==> config.mk <==
export PLATFORM = sky130hd
export DESIGN_NAME = high_speed_channel_output_sequencer
export DESIGN_NICKNAME = d
export VERILOG_FILES = /design/src/hsc_pkg.sv /design/src/high_speed_channel_output_sequencer.sv /design/src/address_readout_module.sv
export SDC_FILE = /design/constraint.sdc
export NUM_CORES = 1
export LEC_CHECK = 0
export BUFFER_PORTS_ARGS = -buffer_cell sky130_fd_sc_hd__buf_2
export CAP_MARGIN = 20
export CORE_UTILIZATION = 50
export CTS_CLUSTER_DIAMETER = 40
export CTS_CLUSTER_SIZE = 16
export DETAILED_ROUTE_END_ITERATION = 6
export PLACE_DENSITY = 0.7
export SLEW_MARGIN = 20
export SYNTH_ARGS = -nofsm -noshare
export SYNTH_HDL_FRONTEND = slang
export SYNTH_SLANG_ARGS = --single-unit
==> constraint.sdc <==
create_clock -name clk_i -period 4.75 [get_ports clk_i]
set_input_delay 0.95 -clock clk_i [delete_from_list [all_inputs] [get_ports clk_i]]
set_output_delay 0.95 -clock clk_i [all_outputs]
set_load 0.03 [all_outputs]
==> src/hsc_pkg.sv <==
package hsc_pkg;

  // ---------------------------------------------------------------
  // Function commands
  // ---------------------------------------------------------------
  localparam logic [3:0] CMD_CLEAR = 4'h0;
  localparam logic [3:0] CMD_ADDR_LO = 4'h2;
  localparam logic [3:0] CMD_ADDR_HI = 4'h3;
  localparam logic [3:0] CMD_START = 4'h5;
  localparam logic [3:0] CMD_PARAM = 4'he;
  localparam int OPERAND_NIBBLES = 4;

  // ---------------------------------------------------------------
  // Timing and sizes
  // ---------------------------------------------------------------
  localparam int PACE_200 = 6;
  localparam int PACE_100 = 12;
  localparam int WORDS_PER_CREDIT = 16;
  localparam int SLICES_3 = 3;
  localparam int SLICES_5 = 5;
  localparam int PSEL_BITS = 5;

  // ---------------------------------------------------------------
  // Register map
  // ---------------------------------------------------------------
  localparam logic [3:0] REG_CTRL = 4'h0;
  localparam logic [3:0] REG_STATUS = 4'h4;
  localparam logic [3:0] REG_BLKLEN = 4'h8;
  localparam logic [3:0] REG_ADDR = 4'hc;
  localparam int CTRL_MODE100_BIT = 0;
  localparam int CTRL_FIVE_BIT = 1;
  localparam logic [1:0] CTRL_RESET = 2'h0;
  localparam int ST_DONE_BIT = 0;
  localparam int ST_BUSY_BIT = 1;
  localparam int ST_APAR_BIT = 2;
  localparam int ST_SECDED_BIT = 3;
  localparam int ST_PEND_BIT = 4;
  localparam int ST_MOD_BIT = 5;

  typedef enum logic [2:0] {ST_IDLE, ST_AR_SETUP, ST_AR_SEND, ST_DATA, ST_FINISH} seq_state_e;

endpackage : hsc_pkg

==> src/high_speed_channel_output_sequencer.sv <==
// The implementer's own choices: the Wishbone slave port and the placing of the registers.
`timescale 1ns/1ns
// Behaviour
// Modifier bit taken with the function strobe, command code one period later.
// Operand commands collect four nibbles of accumulator data over four periods.
// Command 0 starts clear-channel; command 5 starts the address-ready sequence.
// Operand is block length (5), address (2/3) or pointer and buffer (16); the code takes pointer and buffer with CMD_PARAM = 4'he (14).
// Clear-channel only when address-request is low; otherwise await command 5.
// Remote raises address-request when ready, drops it after three strobes.
// Accepting address-request resets the readout counter and enables address strobes.
// Address strobes need command 5 and address-request; select, mode, advance first.
// Each address strobe carries a 16-bit slice plus 4 parity bits.
// Block length goes to output control eight bits at a time.
// Grab latches the block length; it is held and decremented through the transfer.
// Address sequence start issues buffer-clear and serial parameter-select to the buffer.
// Parameter-select stream: four buffer bits first, then the A/B pointer bit.
// Remote sends a credit whenever it can accept sixteen more words.
// Words flow only after a credit, one credit per sixteen words.
// One data-ready per word: every 6 periods at 200 MB, 12 at 100 MB.
// Each data-ready also decrements length, pulses parameter-select and data-advance.
// Parameter-select reaches the buffer only ANDed with data-advance.
// Last-word flag goes with the final data-ready when the length hits zero.
// Done sets when length is zero and address-request is active.
// Remote re-raises address-request only after an error-free write.
// Remote reports address parity and data SECDED errors.
// Three-strobe format slice layout of address and block length.
// Five-strobe format nibble layout of address and block length.
// After reset: idle, no strobes, done clear, length zero.
module high_speed_channel_output_sequencer
  import hsc_pkg::*;
(
  input wire logic clk_i,
  input wire logic rst_i,
  input wire logic wb_cyc_i,
  input wire logic wb_stb_i,
  input wire logic wb_we_i,
  input wire logic [3:0] wb_adr_i,
  input wire logic [3:0] wb_sel_i,
  input wire logic [31:0] wb_dat_i,
  output logic [31:0] wb_dat_o,
  output logic wb_ack_o,
  input wire logic fn_go_i,
  input wire logic [3:0] fn_data_i,
  input wire logic xmit_addr_i,
  input wire logic xmit_data_i,
  input wire logic addr_par_err_i,
  input wire logic secded_err_i,
  output logic clear_channel_o,
  output logic addr_ready_o,
  output logic [15:0] addr_lines_o,
  output logic [3:0] addr_parity_o,
  output logic sel_buf_a_o,
  output logic mode100_o,
  output logic data_ready_o,
  output logic last_word_o,
  output logic buf_clear_o,
  output logic buf_param_o,
  output logic done_o
);
  import hsc_pkg::*;

  // ---------------------------------------------------------------
  // Pin synchronisers
  // ---------------------------------------------------------------
  logic [8:0] meta_ff;
  logic [8:0] sync_ff;
  logic go_q_ff;
  logic xd_q_ff;
  logic go_s, xa_s, xd_s, perr_s, serr_s;
  logic [3:0] fd_s;

  always_ff @(posedge clk_i)
  begin
    if (rst_i)
    begin
      meta_ff <= 9'h000;
      sync_ff <= 9'h000;
      go_q_ff <= 1'b0;
      xd_q_ff <= 1'b0;
    end
    else
    begin
      meta_ff <= {secded_err_i, addr_par_err_i, xmit_data_i, xmit_addr_i, fn_data_i, fn_go_i};
      sync_ff <= meta_ff;
      go_q_ff <= go_s;
      xd_q_ff <= xd_s;
    end
  end

  assign go_s = sync_ff[0];
  assign fd_s = sync_ff[4:1];
  assign xa_s = sync_ff[5];
  assign xd_s = sync_ff[6];
  assign perr_s = sync_ff[7];
  assign serr_s = sync_ff[8];

  // ---------------------------------------------------------------
  // Function decode
  // ---------------------------------------------------------------
  logic [2:0] fn_ph_ff;
  logic mod_ff;
  logic [3:0] cmd_ff;
  logic [15:0] opnd_ff;
  logic exec_ff;
  logic go_rise;

  function automatic logic needs_operand(input logic [3:0] c);
    return c == CMD_ADDR_LO || c == CMD_ADDR_HI || c == CMD_START || c == CMD_PARAM;
  endfunction : needs_operand

  assign go_rise = go_s && !go_q_ff;

  always_ff @(posedge clk_i)
  begin
    if (rst_i)
    begin
      fn_ph_ff <= 3'h0;
      mod_ff <= 1'b0;
      cmd_ff <= 4'h0;
      opnd_ff <= 16'h0000;
      exec_ff <= 1'b0;
    end
    else
    begin
      exec_ff <= 1'b0;
      case (fn_ph_ff)
        3'h0:
        begin
          if (go_rise)
          begin
            mod_ff <= fd_s[0];
            fn_ph_ff <= 3'h1;
          end
        end
        3'h1:
        begin
          cmd_ff <= fd_s;
          if (needs_operand(fd_s))
            fn_ph_ff <= 3'h2;
          else
          begin
            fn_ph_ff <= 3'h0;
            exec_ff <= 1'b1;
          end
        end
        default:
        begin
          opnd_ff <= {fd_s, opnd_ff[15:4]};
          if (fn_ph_ff == 3'(OPERAND_NIBBLES + 1))
          begin
            fn_ph_ff <= 3'h0;
            exec_ff <= 1'b1;
          end
          else
            fn_ph_ff <= fn_ph_ff + 3'h1;
        end
      endcase
    end
  end

  // ---------------------------------------------------------------
  // Command operands
  // ---------------------------------------------------------------
  logic [31:0] addr_ff;
  logic [15:0] len_op_ff;
  logic [4:0] psel_ff;
  logic start_pend_ff;
  seq_state_e state_ff;

  always_ff @(posedge clk_i)
  begin
    if (rst_i)
    begin
      addr_ff <= 32'h0;
      len_op_ff <= 16'h0000;
      psel_ff <= 5'h00;
    end
    else if (exec_ff)
    begin
      case (cmd_ff)
        CMD_START: len_op_ff <= opnd_ff;
        CMD_ADDR_LO: addr_ff[15:0] <= opnd_ff;
        CMD_ADDR_HI: addr_ff[31:16] <= opnd_ff;
        CMD_PARAM: psel_ff <= opnd_ff[4:0];
        default: ;
      endcase
    end
  end

  always_ff @(posedge clk_i)
  begin
    if (rst_i)
      clear_channel_o <= 1'b0;
    else
      clear_channel_o <= exec_ff && cmd_ff == CMD_CLEAR && !xa_s;
  end

  always_ff @(posedge clk_i)
  begin
    if (rst_i)
      start_pend_ff <= 1'b0;
    else if (exec_ff && cmd_ff == CMD_START)
      start_pend_ff <= 1'b1;
    else if (state_ff == ST_IDLE && xa_s)
      start_pend_ff <= 1'b0;
  end

  // ---------------------------------------------------------------
  // Control register and pace divider
  // ---------------------------------------------------------------
  logic [1:0] ctrl_ff;
  logic [3:0] pace_ff;
  logic tick;
  logic [3:0] pace_last;

  assign pace_last = ctrl_ff[CTRL_MODE100_BIT] ? 4'(PACE_100 - 1) : 4'(PACE_200 - 1);
  assign tick = pace_ff == 4'h0;

  always_ff @(posedge clk_i)
  begin
    if (rst_i || state_ff == ST_IDLE || state_ff == ST_AR_SETUP || tick)
      pace_ff <= pace_last;
    else
      pace_ff <= pace_ff - 4'h1;
  end

  // ---------------------------------------------------------------
  // Sequencer
  // ---------------------------------------------------------------
  logic [2:0] sub_ff;
  logic [2:0] slice_ff;
  logic [2:0] n_slices;
  logic [15:0] blk_ff;
  logic [9:0] credit_ff;
  logic word_go;
  logic advance;
  logic ar_clear;
  logic done_ff;

  assign n_slices = ctrl_ff[CTRL_FIVE_BIT] ? 3'(SLICES_5) : 3'(SLICES_3);
  assign advance = state_ff == ST_AR_SEND && tick && slice_ff != n_slices;
  assign ar_clear = state_ff == ST_IDLE && start_pend_ff && xa_s;
  assign word_go = state_ff == ST_DATA && tick && credit_ff != 10'h0 && blk_ff != 16'h0;

  always_ff @(posedge clk_i)
  begin
    if (rst_i)
    begin
      state_ff <= ST_IDLE;
      sub_ff <= 3'h0;
      slice_ff <= 3'h0;
    end
    else
    begin
      case (state_ff)
        ST_IDLE:
        begin
          sub_ff <= 3'h0;
          slice_ff <= 3'h0;
          if (ar_clear)
            state_ff <= ST_AR_SETUP;
        end
        ST_AR_SETUP:
        begin
          sub_ff <= sub_ff + 3'h1;
          if (sub_ff == 3'(PSEL_BITS - 1))
            state_ff <= ST_AR_SEND;
        end
        ST_AR_SEND:
        begin
          if (advance)
            slice_ff <= slice_ff + 3'h1;
          if (slice_ff == n_slices && !addr_ready_o)
            state_ff <= ST_DATA;
        end
        ST_DATA:
        begin
          if (blk_ff == 16'h0)
            state_ff <= ST_FINISH;
        end
        ST_FINISH:
        begin
          if (xa_s)
            state_ff <= ST_IDLE;
        end
        default: state_ff <= ST_IDLE;
      endcase
    end
  end

  // Strobes toward the remote device
  always_ff @(posedge clk_i)
  begin
    if (rst_i)
    begin
      addr_ready_o <= 1'b0;
      data_ready_o <= 1'b0;
      last_word_o <= 1'b0;
    end
    else
    begin
      addr_ready_o <= advance;
      data_ready_o <= word_go;
      last_word_o <= word_go && blk_ff == 16'h1;
    end
  end

  always_ff @(posedge clk_i)
  begin
    if (rst_i)
    begin
      sel_buf_a_o <= 1'b0;
      mode100_o <= 1'b0;
    end
    else
    begin
      sel_buf_a_o <= state_ff == ST_AR_SETUP || state_ff == ST_AR_SEND;
      mode100_o <= (state_ff == ST_AR_SETUP || state_ff == ST_AR_SEND) && ctrl_ff[CTRL_MODE100_BIT];
    end
  end

  // Credit counter: sixteen words per credit
  always_ff @(posedge clk_i)
  begin
    if (rst_i || state_ff == ST_IDLE)
      credit_ff <= 10'h0;
    else
      credit_ff <= credit_ff + ((xd_s && !xd_q_ff) ? 10'(WORDS_PER_CREDIT) : 10'h0)
                   - (word_go ? 10'h1 : 10'h0);
  end

  // ---------------------------------------------------------------
  // Output control: length counter and buffer board controls
  // ---------------------------------------------------------------
  logic [7:0] blk_byte;
  logic psel_bit_ff;
  logic adv_data_ff;

  always_ff @(posedge clk_i)
  begin
    if (rst_i)
      blk_ff <= 16'h0000;
    else if (state_ff == ST_AR_SETUP && sub_ff == 3'h1)
      blk_ff[7:0] <= blk_byte;
    else if (state_ff == ST_AR_SETUP && sub_ff == 3'h2)
      blk_ff[15:8] <= blk_byte;
    else if (word_go)
      blk_ff <= blk_ff - 16'h1;
  end

  always_ff @(posedge clk_i)
  begin
    if (rst_i)
    begin
      buf_clear_o <= 1'b0;
      psel_bit_ff <= 1'b0;
      adv_data_ff <= 1'b0;
    end
    else
    begin
      buf_clear_o <= state_ff == ST_AR_SETUP && sub_ff == 3'h0;
      psel_bit_ff <= state_ff == ST_AR_SETUP ? psel_ff[sub_ff] : word_go;
      adv_data_ff <= state_ff == ST_AR_SETUP || word_go;
    end
  end

  assign buf_param_o = psel_bit_ff && adv_data_ff;

  always_ff @(posedge clk_i)
  begin
    if (rst_i || (exec_ff && cmd_ff == CMD_START))
      done_ff <= 1'b0;
    else if (state_ff == ST_FINISH && blk_ff == 16'h0 && xa_s)
      done_ff <= 1'b1;
  end

  assign done_o = done_ff;

  address_readout_module u_readout (
    .clk_i(clk_i),
    .rst_i(rst_i),
    .clear_cnt_i(ar_clear),
    .advance_i(advance),
    .sel_buf_a_i(sel_buf_a_o),
    .five_i(ctrl_ff[CTRL_FIVE_BIT]),
    .addr_i(addr_ff),
    .blk_i(len_op_ff),
    .byte_sel_i(sub_ff != 3'h0),
    .slice_o(addr_lines_o),
    .parity_o(addr_parity_o),
    .blk_byte_o(blk_byte)
  );

  // ---------------------------------------------------------------
  // Wishbone slave
  // ---------------------------------------------------------------
  logic apar_ff, serr_ff;
  logic wr_en;

  assign wr_en = wb_cyc_i && wb_stb_i && wb_we_i && wb_ack_o && wb_sel_i[0];

  always_ff @(posedge clk_i)
  begin
    if (rst_i)
      wb_ack_o <= 1'b0;
    else
      wb_ack_o <= wb_cyc_i && wb_stb_i && !wb_ack_o;
  end

  always_ff @(posedge clk_i)
  begin
    if (rst_i)
      ctrl_ff <= CTRL_RESET;
    else if (wr_en && wb_adr_i == REG_CTRL && state_ff == ST_IDLE)
      ctrl_ff <= wb_dat_i[1:0];
  end

  // Error flags: a new report wins over a write-one clear
  always_ff @(posedge clk_i)
  begin
    if (rst_i)
    begin
      apar_ff <= 1'b0;
      serr_ff <= 1'b0;
    end
    else
    begin
      apar_ff <= perr_s || (apar_ff && !(wr_en && wb_adr_i == REG_STATUS && wb_dat_i[ST_APAR_BIT]));
      serr_ff <= serr_s || (serr_ff && !(wr_en && wb_adr_i == REG_STATUS && wb_dat_i[ST_SECDED_BIT]));
    end
  end

  always_ff @(posedge clk_i)
  begin
    if (rst_i)
      wb_dat_o <= 32'h0;
    else if (wb_cyc_i && wb_stb_i && !wb_ack_o)
    begin
      case (wb_adr_i)
        REG_CTRL: wb_dat_o <= {30'h0, ctrl_ff};
        REG_STATUS: wb_dat_o <= {26'h0, mod_ff, start_pend_ff, serr_ff, apar_ff,
                                 state_ff != ST_IDLE, done_ff};
        REG_BLKLEN: wb_dat_o <= {16'h0, blk_ff};
        REG_ADDR: wb_dat_o <= addr_ff;
        default: wb_dat_o <= 32'h0;
      endcase
    end
  end

  // ---------------------------------------------------------------
  // Checks
  // ---------------------------------------------------------------
  logic [3:0] since_dr_ff;

  always_ff @(posedge clk_i)
  begin
    if (rst_i || data_ready_o)
      since_dr_ff <= 4'h1;
    else if (since_dr_ff != 4'hf)
      since_dr_ff <= since_dr_ff + 4'h1;
  end

  property p_cmd_take;
    @(posedge clk_i) disable iff (rst_i) fn_ph_ff == 3'h1 |=> cmd_ff == $past(fd_s);
  endproperty
  a_cmd_take: assert property (p_cmd_take) else $error("command code not taken");

  property p_operand_len;
    @(posedge clk_i) disable iff (rst_i)
      fn_ph_ff == 3'h2 |-> ##1 fn_ph_ff == 3'h3 ##1 fn_ph_ff == 3'h4 ##1 fn_ph_ff == 3'h5 ##1 exec_ff;
  endproperty
  a_operand_len: assert property (p_operand_len) else $error("operand not four periods");

  property p_clear_gate;
    @(posedge clk_i) disable iff (rst_i) clear_channel_o |-> $past(!xa_s) && $past(cmd_ff) == CMD_CLEAR;
  endproperty
  a_clear_gate: assert property (p_clear_gate) else $error("clear with request active");

  property p_setup_cause;
    @(posedge clk_i) disable iff (rst_i)
      state_ff == ST_AR_SETUP && $past(state_ff) == ST_IDLE |-> $past(xa_s && start_pend_ff);
  endproperty
  a_setup_cause: assert property (p_setup_cause) else $error("address sequence without cause");

  property p_pace200;
    @(posedge clk_i) disable iff (rst_i)
      data_ready_o && !ctrl_ff[CTRL_MODE100_BIT] |=> !data_ready_o [*5];
  endproperty
  a_pace200: assert property (p_pace200) else $error("data ready faster than 6");

  property p_pace_any;
    @(posedge clk_i) disable iff (rst_i)
      data_ready_o && $past(data_ready_o, 1) == 1'b0 && since_dr_ff != 4'hf |-> since_dr_ff == 4'(pace_last + 1);
  endproperty
  a_pace_any: assert property (p_pace_any) else $error("data ready spacing wrong");

  property p_credit;
    @(posedge clk_i) disable iff (rst_i) data_ready_o |-> $past(credit_ff) != 10'h0;
  endproperty
  a_credit: assert property (p_credit) else $error("word without credit");

  property p_last;
    @(posedge clk_i) disable iff (rst_i) last_word_o |-> data_ready_o && blk_ff == 16'h0;
  endproperty
  a_last: assert property (p_last) else $error("last word flag misplaced");

  property p_done;
    @(posedge clk_i) disable iff (rst_i) $rose(done_ff) |-> $past(blk_ff == 16'h0 && xa_s);
  endproperty
  a_done: assert property (p_done) else $error("done set without cause");

  property p_param_and;
    @(posedge clk_i) disable iff (rst_i) buf_param_o && state_ff == ST_DATA |-> $past(word_go);
  endproperty
  a_param_and: assert property (p_param_and) else $error("parameter select without advance");

endmodule : high_speed_channel_output_sequencer

==> src/address_readout_module.sv <==
`timescale 1ns/1ns
module address_readout_module
  import hsc_pkg::*;
(
  input wire logic clk_i,
  input wire logic rst_i,
  input wire logic clear_cnt_i,
  input wire logic advance_i,
  input wire logic sel_buf_a_i,
  input wire logic five_i,
  input wire logic [31:0] addr_i,
  input wire logic [15:0] blk_i,
  input wire logic byte_sel_i,
  output logic [15:0] slice_o,
  output logic [3:0] parity_o,
  output logic [7:0] blk_byte_o
);
  import hsc_pkg::*;

  logic [2:0] cnt_ff;
  logic [15:0] slice_ff;
  logic [7:0] byte_ff;
  logic [15:0] nxt_slice;

  // ---------------------------------------------------------------
  // Slice layout
  // ---------------------------------------------------------------
  function automatic logic [15:0] slice_of(input logic [2:0] k, input logic five,
                                           input logic [31:0] ad, input logic [15:0] bl);
    logic [15:0] s;
    s = 16'h0000;
    if (!five)
    begin
      case (k)
        3'h0: s = {ad[9], ad[31:17]};
        3'h1: s = {ad[13:10], ad[16], ad[8:0], bl[13:12]};
        3'h2: s = {2'h0, ad[15:14], bl[11:0]};
        default: s = 16'h0000;
      endcase
    end
    else
    begin
      s[3:0] = ad[4*k +: 4];
      if (k < 3'h3)
        s[7:4] = ad[20 + 4*k +: 4];
      if (k < 3'h4)
        s[11:8] = bl[4*k +: 4];
    end
    return s;
  endfunction : slice_of

  assign nxt_slice = slice_of(cnt_ff, five_i, addr_i, blk_i);

  // ---------------------------------------------------------------
  // Readout counter and output lines
  // ---------------------------------------------------------------
  always_ff @(posedge clk_i)
  begin
    if (rst_i || clear_cnt_i)
      cnt_ff <= 3'h0;
    else if (advance_i && sel_buf_a_i)
      cnt_ff <= cnt_ff + 3'h1;
  end

  always_ff @(posedge clk_i)
  begin
    if (rst_i)
      slice_ff <= 16'h0000;
    else if (advance_i && sel_buf_a_i)
      slice_ff <= nxt_slice;
  end

  always_ff @(posedge clk_i)
  begin
    if (rst_i)
      byte_ff <= 8'h00;
    else
      byte_ff <= byte_sel_i ? blk_i[15:8] : blk_i[7:0];
  end

  genvar g;
  generate
    for (g = 0; g < 4; g++)
    begin : g_par
      assign parity_o[g] = ~^slice_ff[4*g +: 4];
    end
  endgenerate

  assign slice_o = slice_ff;
  assign blk_byte_o = byte_ff;

  // ---------------------------------------------------------------
  // Checks
  // ---------------------------------------------------------------
  property p_cnt_clear;
    @(posedge clk_i) disable iff (rst_i) clear_cnt_i |=> cnt_ff == 3'h0;
  endproperty
  a_cnt_clear: assert property (p_cnt_clear) else $error("readout counter not cleared");

  property p_first_slice3;
    @(posedge clk_i) disable iff (rst_i)
      advance_i && sel_buf_a_i && !clear_cnt_i && cnt_ff == 3'h0 && !five_i
      |=> slice_o == {$past(addr_i[9]), $past(addr_i[31:17])};
  endproperty
  a_first_slice3: assert property (p_first_slice3) else $error("first slice layout wrong");

  property p_five_low;
    @(posedge clk_i) disable iff (rst_i)
      advance_i && sel_buf_a_i && !clear_cnt_i && five_i && cnt_ff == 3'h4
      |=> slice_o == {12'h000, $past(addr_i[19:16])};
  endproperty
  a_five_low: assert property (p_five_low) else $error("fifth slice layout wrong");

endmodule : address_readout_module

# Yosys cells after proc, flatten, opt, wreduce, memory -nomap -nowiden
# Index checks and enable logic that the tools add are counted.
dict set report op_classes {
  muxes 37
  n_reduce_logical 85
  n_shift 3
  order_cmp 3
  add_sub_neg 9
  n_eq_ne 33
  n_bitwise 1
}
# cell count
set op_table {}
lappend op_table {{case mux 32 bit (4 select lines)} 1}
lappend op_table {{case mux 16 bit (3 select lines)} 1}
lappend op_table {{logical AND 1 bit} 35}
lappend op_table {{variable part select 32 x 33 -> 4 bit} 1}
lappend op_table {{2-to-1 mux 8 bit} 4}
lappend op_table {{variable part select 32 x 6 -> 4 bit} 1}
lappend op_table {{2-to-1 mux 3 bit} 9}
lappend op_table {{2-to-1 mux 4 bit} 5}
lappend op_table {{case mux 3 bit (2 select lines)} 3}
lappend op_table {{equality test 16 x 1 -> 1 bit, second input constant} 1}
lappend op_table {{equality test 4 x 2 -> 1 bit, second input constant} 4}
lappend op_table {{equality test 4 bit, second input constant} 4}
lappend op_table {{zero test 16 bit} 1}
lappend op_table {{2-to-1 mux 16 bit} 1}
lappend op_table {{AND reduction 2 bit} 8}
lappend op_table {{nonzero test 16 bit} 1}
lappend op_table {{XNOR reduction 4 bit} 4}
lappend op_table {{variable part select 16 x 6 -> 4 bit} 1}
lappend op_table {{subtractor 16 x 1 -> 16 bit, second input constant} 1}
lappend op_table {{case mux 3 bit (5 select lines)} 1}
lappend op_table {{adder 3 x 1 -> 3 bit, second input constant} 4}
lappend op_table {{equality test 3 x 1 -> 1 bit, second input constant} 4}
lappend op_table {{equality test 3 x 2 -> 1 bit, second input constant} 4}
lappend op_table {{equality test 4 x 3 -> 1 bit, second input constant} 3}
lappend op_table {{28 further kinds} 69}
dict set report totals {
  register_bits 212
  inputBits 54
  wordCells 210
}

# Logic depth before layout (Yosys ltp)
dict set report depth {
  word_depth 9
  ltp_mapped 16
  mapped_depth_nobuf 15
}

# Hierarchy
# From an unflattened synthesis, not the netlist that was laid out.
dict set report hier_totals {
  hier_cells 1106
  hier_area_um2 9582.9
}
# module cells_per_inst area_per_inst_um2 n_inst seq_area_each_um2
set by_module_without_submodules {}
lappend by_module_without_submodules {high_speed_channel_output_sequencer 911 7757.4 1 3703.6}
lappend by_module_without_submodules {address_readout_module 195 1825.5 1 540.5}

# Worst setup path after synthesis
# OpenSTA, ideal clock, no wires.
dict set report synth_timing {
  path_kind {reg2reg}
  from {reg pace_ff[0]}
  to {reg credit_ff[9]}
  period_less_slack_ns 3.349
  t_required_ns 4.678
  arrival_time_ns 3.277
  stages_incl_launch_ff 17
  path_slack_ns 1.401
  n_path_buf 1
  setup_ns 0.072
  cell_sequence {dfxtp_1 inv_1 ha_1 or3b_4 a211oi_4 nand2_4 inv_1 buf_2 ha_1 inv_1 ha_1 fa_1 nor2b_1 o21ai_0 a21oi_1 o41ai_1 mux2i_1}
}
dict set report synth_between {
  elab_chain_cells 6
}
# item line_no
set synth_lines {}
lappend synth_lines {{start, declared} high_speed_channel_output_sequencer.sv:212} ;# logic [3:0] pace_ff;
lappend synth_lines {{start signal, assigned} high_speed_channel_output_sequencer.sv:222} ;# pace_ff <= pace_last;
lappend synth_lines {{start signal, assigned} high_speed_channel_output_sequencer.sv:224} ;# pace_ff <= pace_ff - 4'h1;
lappend synth_lines {{zero test 4 bit} high_speed_channel_output_sequencer.sv:217} ;# assign tick = pace_ff == 4'h0;
lappend synth_lines {{logical AND 1 bit (3 in series)} high_speed_channel_output_sequencer.sv:243} ;# assign word_go = state_ff == ST_DATA && tick && credit_ff != 10'h0 && blk_ff != 16'h0;
lappend synth_lines {{named net word_go} high_speed_channel_output_sequencer.sv:235} ;# logic word_go;
lappend synth_lines {{2-to-1 mux 1 bit} high_speed_channel_output_sequencer.sv:329} ;# - (word_go ? 10'h1 : 10'h0);
lappend synth_lines {{subtractor 10 x 1 -> 10 bit} high_speed_channel_output_sequencer.sv:329}
lappend synth_lines {{end signal, assigned} high_speed_channel_output_sequencer.sv:328} ;# credit_ff <= credit_ff + ((xd_s && !xd_q_ff) ? 10'(WORDS_PER_CREDIT) : 10'h0)
lappend synth_lines {{end, declared} high_speed_channel_output_sequencer.sv:234} ;# logic [9:0] credit_ff;
# The timed path passes the listed nets, and every way through them passes these cells.
# A chain may end at the register's enable or synchronous reset.

# Worst setup path after layout
dict set report layout_timing {
  from {reg pace_ff[0]}
  to {reg credit_ff[9]}
}
dict set report layout_between {
  elab_chain_cells 6
}
# item line_no
set layout_lines {}
lappend layout_lines {{zero test 4 bit} high_speed_channel_output_sequencer.sv:217}
lappend layout_lines {{logical AND 1 bit (3 in series)} high_speed_channel_output_sequencer.sv:243}
lappend layout_lines {{2-to-1 mux 1 bit} high_speed_channel_output_sequencer.sv:329}
lappend layout_lines {{subtractor 10 x 1 -> 10 bit} high_speed_channel_output_sequencer.sv:329}
# Every way passes these cells.

==> impl_metrics.env <==
export IMPL_drc=0
export IMPL_synth_cell_types=66
export IMPL_p_per_area_nw_per_um2=359
export IMPL_synth_seq_cells=212
export IMPL_grt_pass1_wl_um=39700
export IMPL_cp_required_ns=5.22
export IMPL_p_sw_w=0.000927
export IMPL_vias_per_cell=5.74
export IMPL_layout_common_cells="dfxtp_1 (212), nand2_1 (174), a21oi_1 (125)"
export IMPL_seqPwrFrac_pct=45.6
export IMPL_routabilityCongestion=0.898
export IMPL_switching_share_pct=23.4
export IMPL_dieArea_sq_um=19600
export IMPL_rsz0062_at_grt="no"
export IMPL_clkPwrFrac_pct=51.7
export IMPL_reg2reg_from="pace_ff[0]$_SDFF_PP1_"
export IMPL_hold_start="pace_ff[0]$_SDFF_PP1_"
export IMPL_numCtsBuffers=29
export IMPL_htreeDepth=1
export IMPL_drt_iter0_markers=847
export IMPL_crit_fanout=11
export IMPL_cts_num_sinks=212
export IMPL_r2r_end="credit_ff[9]$_SDFF_PP0_"
export IMPL_clock_fmax_mhz=256
export IMPL_multi_input_area_sq_um=4920
export IMPL_cts_tree="built"
export IMPL_firstDrtPassIters=5
export IMPL_seqCellArea_sq_um=4240
export IMPL_worstSetupStartpointType="register"
export IMPL_utilization_pct=58.8
export IMPL_syn_nets=1182
export IMPL_first_global_vias=7338
export IMPL_port_buffers=84
export IMPL_internal_power_w=0.00303
export IMPL_hold_viol=0
export IMPL_skew_ns=0.0138
export IMPL_antenna_found_initial=0
export IMPL_fin_nets=1234
export IMPL_die_y_um=140
export IMPL_layout_commonest_cell="dfxtp_1"
export IMPL_drv_cap=0
export IMPL_cts_resized=0
export IMPL_clk_latency_ns=0.55
export IMPL_hold_path_class="register to register"
export IMPL_relSlewSlack_pct=40.5
export IMPL_place_hpwl_um=17200
export IMPL_yosysTopAreaCell="dfxtp_1"
export IMPL_postRouteAntennaNets=0
export IMPL_synth_edf_count=0
export IMPL_layout_filler_cells=1643
export IMPL_area_growth_pct=15.4
export IMPL_diodes=0
export IMPL_synth_top_area_share_pct=44.5
export IMPL_arrival_ns=4.38
export IMPL_worst_slew_pin_slew_ns=0.880
export IMPL_cts_root_buf="clkbuf_16"
export IMPL_cts_post_setup_buffers_inserted=0
export IMPL_p_leak_nw=4.19
export IMPL_final_min_clock_period_ns=3.91
export IMPL_drt_wl_total_um=24700
export IMPL_syn_cell_area_sq_um=9530
export IMPL_num_rows=50
export IMPL_endpoint_kind="register"
export IMPL_status="complete, no violations"
export IMPL_die_w_um=140
export IMPL_vdd_ir_drop_max_mv=0.357
export IMPL_synth_seq_area_share_pct=44.5
export IMPL_r2r_cells=15
export IMPL_setup_viol=0
export IMPL_final_layout_size_suffix_gt1_share_pct=15.2
export IMPL_clkTransAtPathRegs_ns=0.05
export IMPL_synth_area_per_cell_sq_um=8.66
export IMPL_maxSlewViolCount=0
export IMPL_io_pins=116
export IMPL_min_period_over_period_pct=82.3
export IMPL_core_area_sq_um=18700
export IMPL_ys_flop_type="dfxtp_1"
export IMPL_netlist_top_cells_area="dfxtp_1 (45%), nand2_1 (6.9%), a21oi_1 (6.6%)"
export IMPL_async_reset_ff_share_pct=0
export IMPL_num_vias=8099
export IMPL_track_usage_pct=25.4
export IMPL_critical_path_class="register to register"
export IMPL_hold_depth=1
export IMPL_overflow=0
export IMPL_whs_endpoint="pace_ff[0]$_SDFF_PP1_"
export IMPL_grt_max_degree=108
export IMPL_clockBufferDepth=3
export IMPL_wire_per_inst_um=17.5
export IMPL_postCtsHoldBufs=0
export IMPL_setup_tns_ns=0
export IMPL_synth_warnings=0
export IMPL_netlist_instances=1101
export IMPL_combinationalPowerShare_pct=2.8
export IMPL_rrSetupSlack_ns=0.84
export IMPL_initial_core_util_pct=51.0
[synth_stat cells, types with 9 or more instances]
| cell type | n |
|---|---|
| dfxtp_1 | 212 |
| nand2_1 | 174 |
| a21oi_1 | 125 |
| nor2_1 | 99 |
| clkbuf_1 | 62 |
| mux2i_1 | 41 |
| nor3_1 | 33 |
| inv_1 | 30 |
| nor2b_1 | 29 |
| nand3_1 | 27 |
| ha_1 | 26 |
| xnor2_1 | 20 |
| a22oi_1 | 19 |
| o21ai_0 | 13 |
| mux4_2 | 12 |
| a211oi_1 | 11 |
| nand2b_1 | 11 |
| a221oi_1 | 10 |
| and2_1 | 10 |
| or3_1 | 9 |
[area by class of cell]
cell class / count / area share, %
Clock buffer: 35 / 7.16
Clock inverter: 19 / 1.35
Sequential cell: 212 / 38.6
Multi-Input combinational cell: 786 / 44.7
Tap cell: 234 / 2.66
Timing Repair Buffer: 93 / 4.49
Inverter: 31 / 1.06
[cells by family after synthesis]
kind of cell | Yosys count | share of synthesized area [%]
AO/OA/AOI/OAI | 226 | 14.9
XOR/XNOR | 28 | 2.57
adder cells (fa/ha/maj) | 27 | 3.62
buffers and inverters | 103 | 4.15
flip-flops | 212 | 44.5
multiplexers | 61 | 8.09
AND/OR/NAND/NOR | 444 | 22.1
[worst max-delay path by stage]
stage / start / end / slack, ns / depth (start not counted)
final: pace_ff[0]$_SDFF_PP1_ / credit_ff[9]$_SDFF_PP0_ / 0.84 / 15
after global routing: pace_ff[0]$_SDFF_PP1_ / credit_ff[9]$_SDFF_PP0_ / 0.52 / 15
after CTS: pace_ff[0]$_SDFF_PP1_ / credit_ff[9]$_SDFF_PP0_ / 0.85 / 15
after detailed placement: pace_ff[0]$_SDFF_PP1_ / credit_ff[9]$_SDFF_PP0_ / 0.87 / 15
after global placement: pace_ff[0]$_SDFF_PP1_ / credit_ff[9]$_SDFF_PP0_ / 0.92 / 15
after floorplan: pace_ff[0]$_SDFF_PP1_ / credit_ff[9]$_SDFF_PP0_ / 1.40 / 16
[metal layers]
layer  global-route usage [%]  wire length, um
met1                     36.1            11400
met2                     39.2            10800
met3                     4.21             1760
met4                     8.27              698
met5                        0                0
[flip-flops by register name, summed over array words and instances, names as in the netlist, 4 cells and up]
| signal | count |
|---|---|
| addr_ff | 32 |
| wb_dat_o | 32 |
| blk_ff | 16 |
| len_op_ff | 16 |
| opnd_ff | 16 |
| u_readout.slice_o | 16 |
| credit_ff | 10 |
| meta_ff | 9 |
| sync_ff | 9 |
| u_readout.blk_byte_o | 8 |
| psel_ff | 5 |
| cmd_ff | 4 |
| pace_ff | 4 |
[worst max-delay path, stage by stage, from the launching register on]
cell and delay, ns:
dfxtp_1 0.32, inv_1 0.08, ha_1 0.16, or3b_4 0.41
a211oi_4 0.47, nand2_4 0.13, inv_1 0.32, ha_1 0.22
inv_1 0.04, ha_1 0.20, fa_1 0.38, nor2b_1 0.15
o21ai_0 0.23, a21oi_1 0.16, o41ai_1 0.35, mux2i_1 0.21
[power groups by stage]
| stage | registers [W] | clock network, W | logic (W) |
|---|---|---|---|
| detailed placement | 0.00184 | 0 | 0.000109 |
| global route | 0.00180 | 0.00216 | 0.000119 |
| global placement | 0.00184 | 0 | 0.000108 |
| CTS | 0.00180 | 0.00208 | 0.000109 |
| finish | 0.00180 | 0.00204 | 0.000110 |
| floorplan | 0.00185 | 0 | 0.0000655 |
[metrics by stage]
step / total power (W) / instance area, sq um / std cells / setup WS, ns / hold WS, ns
2_1_floorplan: 0.00191 / 9530 / 1101 / 1.40 / 0.371
3_3_place_gp: 0.00195 / 10000 / 1355 / 0.924 / 0.384
3_5_place_dp: 0.00195 / 10100 / 1356 / 0.871 / 0.410
4_1_cts: 0.00399 / 11000 / 1410 / 0.852 / 0.422
5_1_grt: 0.00408 / 11000 / 1410 / 0.520 / 0.438
6_report: 0.00396 / 11000 / 1410 / 0.839 / 0.422
No activity file was read; power rests on OpenSTA's default activity.
